File: src/rtl/oep_pkg.sv
package oep_pkg;
	localparam int NUM_PAIRS = 4;
	localparam int CLK_HZ    = 20000000;
	localparam int CLK_NS    = 50;

	// Start-up and wake latencies, kept as printed.
	localparam int FIRST_CLK_MAX_US = 1000;
	localparam int PD_EXIT_MAX_US   = 300;
	// Longest times round down to whole cycles.
	localparam int FIRST_CLK_CYC = (FIRST_CLK_MAX_US * 1000) / CLK_NS;
	localparam int PD_EXIT_CYC   = (PD_EXIT_MAX_US * 1000) / CLK_NS;

	// Enable-pin latency in output clock cycles.
	localparam int OE_LAT_MIN = 1;
	localparam int OE_LAT_MAX = 3;
	localparam int OE_SYNC_STAGES = 2;

	// Management bus slave addresses chosen by the strap.
	localparam logic [6:0] ADDR_STRAP_LOW  = 7'h68;
	localparam logic [6:0] ADDR_STRAP_HIGH = 7'h6A;

	// Spread encodings, and the three-level select input codes.
	typedef enum logic [1:0]
	{
		SPREAD_OFF  = 2'h0,
		SPREAD_Q25  = 2'h1,
		SPREAD_HALF = 2'h2
	} oep_spread_t;

	localparam logic [1:0] TRI_LOW  = 2'h0;
	localparam logic [1:0] TRI_MID  = 2'h1;
	localparam logic [1:0] TRI_HIGH = 2'h2;

	typedef enum logic [3:0]
	{
		ST_COLD  = 4'h1,
		ST_START = 4'h2,
		ST_RUN   = 4'h4,
		ST_DOWN  = 4'h8
	} oep_state_t;

	// Straps captured on the first power-good.
	typedef struct packed
	{
		logic        valid;
		logic [6:0]  slaveAddr;
		oep_spread_t spread;
	} oep_straps_t;

	// Reference pin: out value and output enable.
	typedef struct packed
	{
		logic value;
		logic oe;
	} oep_ref_pin_t;
endpackage

File: src/rtl/oep_pair_gate.sv
`timescale 1ns/1ps
// Gates one differential pair on a whole output clock cycle; outputsAllow low stops it at the next mclk edge.
module oep_pair_gate #(
	parameter int SYNC_STAGES = oep_pkg::OE_SYNC_STAGES
)
(
	input  wire logic mclk,         // Block clock.
	input  wire logic reset,        // Asynchronous reset, active high.
	input  wire logic outClkTick,   // One pulse per output clock cycle.
	input  wire logic outPhase,     // Output clock phase, low at cycle start.
	input  wire logic enableN,      // Pair enable pin, active low.
	input  wire logic mgmtEnable,   // Management enable bit.
	input  wire logic outputsAllow, // Power-good and start-up done.
	output logic      trueOut,      // True output.
	output logic      compOut       // Complement output.
);
	// More stages than this would push the pin latency past its upper bound.
	if (SYNC_STAGES < 1 || SYNC_STAGES > oep_pkg::OE_LAT_MAX - 1)
	begin : gBadStages
		$error("oep_pair_gate: SYNC_STAGES out of range");
	end

	logic [SYNC_STAGES-1:0] syncQ, syncD;
	logic                   runQ, runD;
	logic                   trueQ, trueD;
	logic                   compQ, compD;
	logic                   wantRun;

	// Stages advance once per output cycle so latency counts in output clocks.
	assign wantRun = outputsAllow & ~enableN & mgmtEnable;

	always_comb
	begin
		syncD = syncQ;
		runD  = runQ;
		trueD = trueQ;
		compD = compQ;
		if (outClkTick)
		begin
			// Keeping the low bits drops the oldest stage, for any stage count.
			syncD = SYNC_STAGES'({syncQ, wantRun});
			runD = syncQ[SYNC_STAGES-1];
		end
		// Pin decision only at a cycle boundary, so the pin makes no runt pulse; outputsAllow low below cuts the pair at any mclk edge.
		trueD = runD & outPhase;
		compD = runD & ~outPhase;
		if (!outputsAllow)
		begin
			runD  = 1'b0;
			trueD = 1'b0;
			compD = 1'b0;
		end
	end

	always_ff @(posedge mclk or posedge reset)
	begin
		if (reset)
		begin
			syncQ <= '0;
			runQ  <= 1'b0;
			trueQ <= 1'b0;
			compQ <= 1'b0;
		end
		else
		begin
			syncQ <= syncD;
			runQ  <= runD;
			trueQ <= trueD;
			compQ <= compD;
		end
	end

	assign trueOut = trueQ;
	assign compOut = compQ;
endmodule

File: src/rtl/oep_output_ctrl.sv
`timescale 1ns/1ps
// Overview of operation
// - Strap sampled once on first power-good; low gives 1101000, high 1101010.
// - Reference floats until first power-good, then driven low while power-good low.
// - Pair runs only with power-good high, pin low, enable bit one.
// - Pair enable pins active low; undriven pin pulled down enables pair.
// - Straps captured on first power-good only; never re-sampled afterwards.
// - Power-good low enters power-down; later high exits it; pin pulled up.
// - Spread select latched at power-up: high -0.5%, mid -0.25%, low off.
// - Pair starts and stops one to three output cycles after its pin.
// - First output clock within 1 ms of power-up or power-down exit.
// - Outputs enabled within 300 us of power-down release.
// - Shared pin is strap input before start-up, reference output after.
// - Four pairs, each with its own pin and management enable bit.
module oep_output_ctrl #(
	parameter int NUM_PAIRS   = oep_pkg::NUM_PAIRS,
	parameter int COLD_CYC    = oep_pkg::FIRST_CLK_CYC,
	parameter int WAKE_CYC    = oep_pkg::PD_EXIT_CYC,
	parameter int OUT_DIV     = 2
)
(
	input  wire logic                 mclk,                 // Block clock, 20 MHz.
	input  wire logic                 reset,                // Asynchronous reset, active high.
	input  wire logic                 powerGoodPowerdownN,  // Power-good, low is power-down.
	input  wire logic [NUM_PAIRS-1:0] pairEnableN,          // Pair enable pins, active low.
	input  wire logic [NUM_PAIRS-1:0] pairMgmtEnable,       // Management enable bits.
	input  wire logic                 addressSelectStrapIn, // Shared pin, input side.
	input  wire logic [1:0]           spreadSelectTri,      // Three-level spread select code.
	output logic [NUM_PAIRS-1:0]      pairTrueOut,          // Pair true outputs.
	output logic [NUM_PAIRS-1:0]      pairCompOut,          // Pair complement outputs.
	output logic                      referenceClockOut,    // Shared pin, output value.
	output logic                      referenceClockOe,     // Shared pin, output enable.
	output oep_pkg::oep_straps_t      straps,               // Captured strap values.
	output logic                      powerDown             // High while in power-down.
);
	if (NUM_PAIRS != oep_pkg::NUM_PAIRS)
	begin : gBadPairs
		$error("oep_output_ctrl: four pairs only");
	end
	if (COLD_CYC < 1 || WAKE_CYC < 1 || WAKE_CYC > COLD_CYC)
	begin : gBadCounts
		$error("oep_output_ctrl: bad start-up counts");
	end
	// The divider counter is eight bits wide.
	if (OUT_DIV < 2 || OUT_DIV > 255)
	begin : gBadDiv
		$error("oep_output_ctrl: OUT_DIV out of range");
	end

	localparam int CW = $clog2(COLD_CYC + 1);

	function automatic logic [CW-1:0] cycles(input int n);
		cycles = n[CW-1:0];
	endfunction

	////////////////////////////////////////////////////////////////////////
	// Output clock divider: one tick per output cycle, phase for each half.

	logic [7:0] divQ, divD;
	logic       phaseQ, phaseD;
	logic       tickQ, tickD;

	always_comb
	begin
		divD   = divQ + 8'h01;
		phaseD = phaseQ;
		tickD  = 1'b0;
		if (divQ == 8'((OUT_DIV / 2) - 1))
			phaseD = 1'b1;
		if (divQ == 8'(OUT_DIV - 1))
		begin
			divD   = 8'h00;
			phaseD = 1'b0;
			tickD  = 1'b1;
		end
	end

	always_ff @(posedge mclk or posedge reset)
	begin
		if (reset)
		begin
			divQ   <= 8'h00;
			phaseQ <= 1'b0;
			tickQ  <= 1'b0;
		end
		else
		begin
			divQ   <= divD;
			phaseQ <= phaseD;
			tickQ  <= tickD;
		end
	end

	////////////////////////////////////////////////////////////////////////
	// Power sequencing and strap capture.

	oep_pkg::oep_state_t  stateQ, stateD;
	oep_pkg::oep_straps_t strapQ, strapD;
	logic [CW-1:0]        cntQ, cntD;
	logic                 allowQ, allowD;
	logic                 refOeQ, refOeD;
	logic                 refValQ, refValD;
	logic                 pdQ, pdD;

	always_comb
	begin
		stateD  = stateQ;
		strapD  = strapQ;
		cntD    = cntQ;
		allowD  = 1'b0;
		refOeD  = refOeQ;
		refValD = 1'b0;
		pdD     = ~powerGoodPowerdownN;
		case (stateQ)
			oep_pkg::ST_COLD:
			begin
				refOeD = 1'b0;
				if (powerGoodPowerdownN)
				begin
					// Straps taken once here and never again.
					strapD.valid     = 1'b1;
					strapD.slaveAddr = addressSelectStrapIn ? oep_pkg::ADDR_STRAP_HIGH
						: oep_pkg::ADDR_STRAP_LOW;
					case (spreadSelectTri)
						oep_pkg::TRI_HIGH: strapD.spread = oep_pkg::SPREAD_HALF;
						oep_pkg::TRI_MID:  strapD.spread = oep_pkg::SPREAD_Q25;
						default:           strapD.spread = oep_pkg::SPREAD_OFF;
					endcase
					cntD   = cycles(COLD_CYC - 1);
					stateD = oep_pkg::ST_START;
				end
			end
			oep_pkg::ST_START:
			begin
				refOeD = 1'b1;
				if (!powerGoodPowerdownN)
					stateD = oep_pkg::ST_DOWN;
				else if (cntQ == '0)
					stateD = oep_pkg::ST_RUN;
				else
					cntD = cntQ - cycles(1);
			end
			oep_pkg::ST_RUN:
			begin
				refOeD = 1'b1;
				allowD = powerGoodPowerdownN;
				refValD = powerGoodPowerdownN & phaseD;
				if (!powerGoodPowerdownN)
					stateD = oep_pkg::ST_DOWN;
			end
			oep_pkg::ST_DOWN:
			begin
				refOeD = 1'b1;
				if (powerGoodPowerdownN)
				begin
					// Wake from power-down uses the shorter bound of the two.
					cntD   = cycles(WAKE_CYC - 1);
					stateD = oep_pkg::ST_START;
				end
			end
			default:
			begin
				stateD = oep_pkg::ST_COLD;
				refOeD = 1'b0;
			end
		endcase
	end

	always_ff @(posedge mclk or posedge reset)
	begin
		if (reset)
		begin
			stateQ  <= oep_pkg::ST_COLD;
			strapQ  <= '{valid: 1'b0, slaveAddr: 7'h00, spread: oep_pkg::SPREAD_OFF};
			cntQ    <= '0;
			allowQ  <= 1'b0;
			refOeQ  <= 1'b0;
			refValQ <= 1'b0;
			pdQ     <= 1'b0;
		end
		else
		begin
			stateQ  <= stateD;
			strapQ  <= strapD;
			cntQ    <= cntD;
			allowQ  <= allowD;
			refOeQ  <= refOeD;
			refValQ <= refValD;
			pdQ     <= pdD;
		end
	end

	assign referenceClockOut = refValQ;
	assign referenceClockOe  = refOeQ;
	assign straps            = strapQ;
	assign powerDown         = pdQ;

	////////////////////////////////////////////////////////////////////////
	// Four independently gated pairs.

	for (genvar p = 0; p < NUM_PAIRS; p++)
	begin : gPair
		oep_pair_gate uGate
		(
			.mclk         (mclk),
			.reset        (reset),
			.outClkTick   (tickQ),
			.outPhase     (phaseQ),
			.enableN      (pairEnableN[p]),
			.mgmtEnable   (pairMgmtEnable[p]),
			.outputsAllow (allowQ & powerGoodPowerdownN),
			.trueOut      (pairTrueOut[p]),
			.compOut      (pairCompOut[p])
		);
	end
endmodule

File: config.mk
export PLATFORM = sky130hd
export DESIGN_NAME = oep_output_ctrl
export DESIGN_NICKNAME = d
export VERILOG_FILES = /design/src/rtl/oep_pkg.sv /design/src/rtl/oep_pair_gate.sv /design/src/rtl/oep_output_ctrl.sv
export SDC_FILE = /design/constraint.sdc
export NUM_CORES = 1
export LEC_CHECK = 0
export BUFFER_PORTS_ARGS = -buffer_cell sky130_fd_sc_hd__buf_2
export CORE_AREA = 2 2 70 85
export CTS_BUF_LIST = sky130_fd_sc_hd__clkbuf_8
export DETAILED_ROUTE_END_ITERATION = 7
export DIE_AREA = 0 0 72 87
export GPL_ROUTABILITY_DRIVEN = 0
export PLACE_DENSITY_LB_ADDON = 0.25
export SLEW_MARGIN = 20
export SYNTH_ARGS = -nofsm -noshare
export SYNTH_HDL_FRONTEND = slang
export SYNTH_SLANG_ARGS = --single-unit
File: constraint.sdc
create_clock -name mclk -period 5.7 [get_ports mclk]
set_input_delay 0.57 -clock mclk [delete_from_list [all_inputs] [get_ports mclk]]
set_output_delay 0.57 -clock mclk [all_outputs]
set_load 0.01 [all_outputs]
==> flow_summary.toml <==
[floorplan]
dieArea_um2 = 6260
start_util_pct = 47.8
die_height_um = 87
die_w_um = 72
row_count = 30
design.core.area_um2 = 5520
top_level_ports = 35

[yosys]
synthMuxAreaShare_pct = 4.03
synth_area_leaders = "dfrtp_1 53%, buf_4 4.0%, nor2_1 3.7%, xor2_1 2.3%, mux2_2 2.1%"
synth-simple-area-share_pct = 19.9
synth-xor-area-share_pct = 3.98
ys_seq_area_share_pct = 54.1
synth-adder-area-share_pct = 1.90
synth_area_per_cell_um2 = 10.5
synth_edf_count = 0
ys_types = 42
synth-compound-area-share_pct = 8.53
yosysWarnings = 0
yosysTopAreaCell = "dfrtp_1"
syn_area_um2 = 2640
synth_ff_type = "dfrtp_1"
synth.top_cell.area_share_pct = 53.1
async_flop_share_pct = 100
synthCells = 252
synth_top_family_by_area = "simple AND/OR/NAND/NOR gates"
ys_ff_latch = 57

[clock_tree]
cts.sinks = 57
clk_path_buf_depth = 2
cts.repair.resized = 0
cts_made_buffers = 9
htreeDepth = 3
tritoncts = "done"
post_cts_buffers = 0
cts_root_buf = "clkbuf_8"
path_clk_slew_ns = 0.07
cts_hold_buf = 0
clock_latency_ns = 0.33

[grt]
grt_max_degree = 58
grt_pass1_vias = 1712
grt_pass1_wl_um = 7770
globalRouteTotalUtil_pct = 16.5
overflow = 0
grt_antenna_before_repair = 0

[sta]
finalSetupViolCount = 0
fmax_mhz = 398
slew_headroom_pct = 51.3
timing.final.ws_setup_ns = 3.19
hold_viol_final = 0
min_period_ns = 2.51
tns_ns = 0
maxSlewViolCount = 0
fin_crit_sh_pct = 44.1
rsz0062_at_grt = "no"
tightest_slew_ns = 0.720
clock_skew_ns = 0.00631

[drt]
remaining_drc_errors = 0
drtIter0Drc = 139
drt-total-wl_um = 4630
ant_nets = 0
via_count = 1790
vias_per_cell = 5.22
wl_per_cell_um = 13.5
drt_pre_antenna_iters = 4

[worst_setup_path]
cp_max_fo = 12
crit_family = "simple AND/OR/NAND/NOR gates"
cpPeakStageDelay_ns = 0.55
r2r-start = "cntQ[0]"
critPathKind = "reg -> reg"
end_kind = "flop"
path_cells = "inv_1 > ha_1 > or4b_4 > or4_4 > a21oi_4 > inv_2 > a21oi_1 > a21oi_1"
cp-start-kind = "flop"
cp_common_cell = "a21oi_1"
crit_arrival_ns = 2.72
required_ns = 5.91
critPathSlowestCell = "or4_4"
crit_start = "cntQ[0]"
critPathBufInv = 2

[final_layout]
num_antenna_cells = 0
fin_area_um2 = 2960
area_delta_synth_final_pct = 12.1
final_nets = 292
drive_gt1_share_pct = 22.2

[run_status]
outcome = "finished clean"

[pwr]
peakVddDrop_v = 0.000176
p_leak_nw = 1.38
p_per_area_nw_per_um2 = 375

[place]
place_area_um2 = 2740
place_ws_ns = 3.21
dp_hpwl_um = 3170
portBuffers = 31

[run]
maxCapViolations = 0

[hold_path]
hold_path_class = "in -> async"
## worst paths after layout
kind	to	slack (ns)	depth (start not counted)
max in group asynchronous	divQ[1]	4.81	3
min in group mclk	divQ[7]	0.47	1
worst min register to register	divQ[7]	0.47	1
worst min-delay path	gPair[1].uGate.compOut	0.42	3
worst max register to register	cntQ[5]	3.19	8
worst max-delay path	cntQ[5]	3.19	8
## state kept, by name, indices dropped and copies added (netlist names), 4 cells and up
| signal | flops |
|---|---|
| straps | 4 |
| cntQ | 15 |
| gPair.uGate.runQ | 4 |
| stateQ | 4 |
| gPair.uGate.trueOut | 4 |
| gPair.uGate.syncQ | 8 |
| divQ | 8 |
| gPair.uGate.compOut | 4 |
## metal layers
| layer | routed length (um) | vias to the layer above | global-route usage (%) |
|---|---|---|---|
| met1 | 2050 | 861 | 19.4 |
| li1 | - | 889 | - |
| met3 | 193 | 11 | 4.05 |
| met5 | 0 | - | 0 |
| met4 | 114 | 0 | 11.8 |
| met2 | 2270 | 29 | 26.3 |
## logic make-up after synthesis
group           count (synthesis)
buf+inv                        34
other cells                     1
xor+xnor                       12
flops                          57
simple gates                   98
fa+ha+maj                       4
mux                            10
compound gates                 36
## through the flow
| step | utilization, % | hold slack [ns] | std cells | power (mW) |
|---|---|---|---|---|
| 6_report | 53.6 | 0.421 | 343 | 1.11 |
| 4_1_cts | 53.6 | 0.448 | 343 | 1.12 |
| 5_1_grt | 53.6 | 0.473 | 343 | 1.17 |
| 2_1_floorplan | - | 0.436 | 254 | 0.647 |
| 3_3_place_gp | 49.6 | 0.458 | 327 | 0.693 |
| 3_5_place_dp | 49.6 | 0.458 | 327 | 0.697 |
## area by class of cell
type | count | area (um2)
clock buffer | 11 | 151
fill | 501 | 2560
clock inverter | 5 | 71.3
sequential | 57 | 1430
tap | 64 | 80.1
inverter | 11 | 41.3
multi-input combinational | 163 | 1020
timing repair buffer | 32 | 163
## cell usage after synthesis, types with 5 or more instances
| cell | instances |
|---|---|
| a21oi_1 | 9 |
| and2_1 | 6 |
| buf_4 | 14 |
| clkbuf_1 | 7 |
| dfrtp_1 | 56 |
| inv_1 | 10 |
| mux2_2 | 5 |
| mux2i_1 | 5 |
| nand2_1 | 15 |
| nand2b_1 | 7 |
| nand3_1 | 7 |
| nand4b_1 | 5 |
| nor2_1 | 26 |
| nor3_1 | 9 |
| o21ai_0 | 11 |
| o21ai_1 | 5 |
| xnor2_1 | 5 |
| xor2_1 | 7 |
## placed cells by master, fill, tap and decap left out, types with 2 or more instances in the layout
master     instances
xor2_1             7
o21ai_2            3
nand2b_1           7
mux2i_1            5
a21oi_1            9
o21ai_1            5
buf_2             31
nor4_1             3
nand4b_1           5
ha_1               4
nor2b_1            4
inv_1             12
nand2_1           15
nand3_1            7
dfrtp_1           56
or4_1              2
and3_1             3
nor2_1            26
or3_1              3
o21ai_0           11
bufinv_16          2
a31oi_1            4
and2_1             6
nor3_1             9
mux2_2             5
clkbuf_8          11
inv_2              2
conb_1             3
xnor2_1            5
## report_power, final
| part | internal, mW | leakage, nW | switching, mW |
|---|---|---|---|
| Sequential | 0.449 | 0.732 | 0.0372 |
| Clock | 0.265 | 0.123 | 0.157 |
| Combinational | 0.0761 | 0.526 | 0.126 |
## tightest hold or removal path, stage by stage
cell and delay [ns]:
buf_2 0.10, inv_2 0.03, buf_4 0.55
Note: power is estimated with default switching activity, not from simulation.
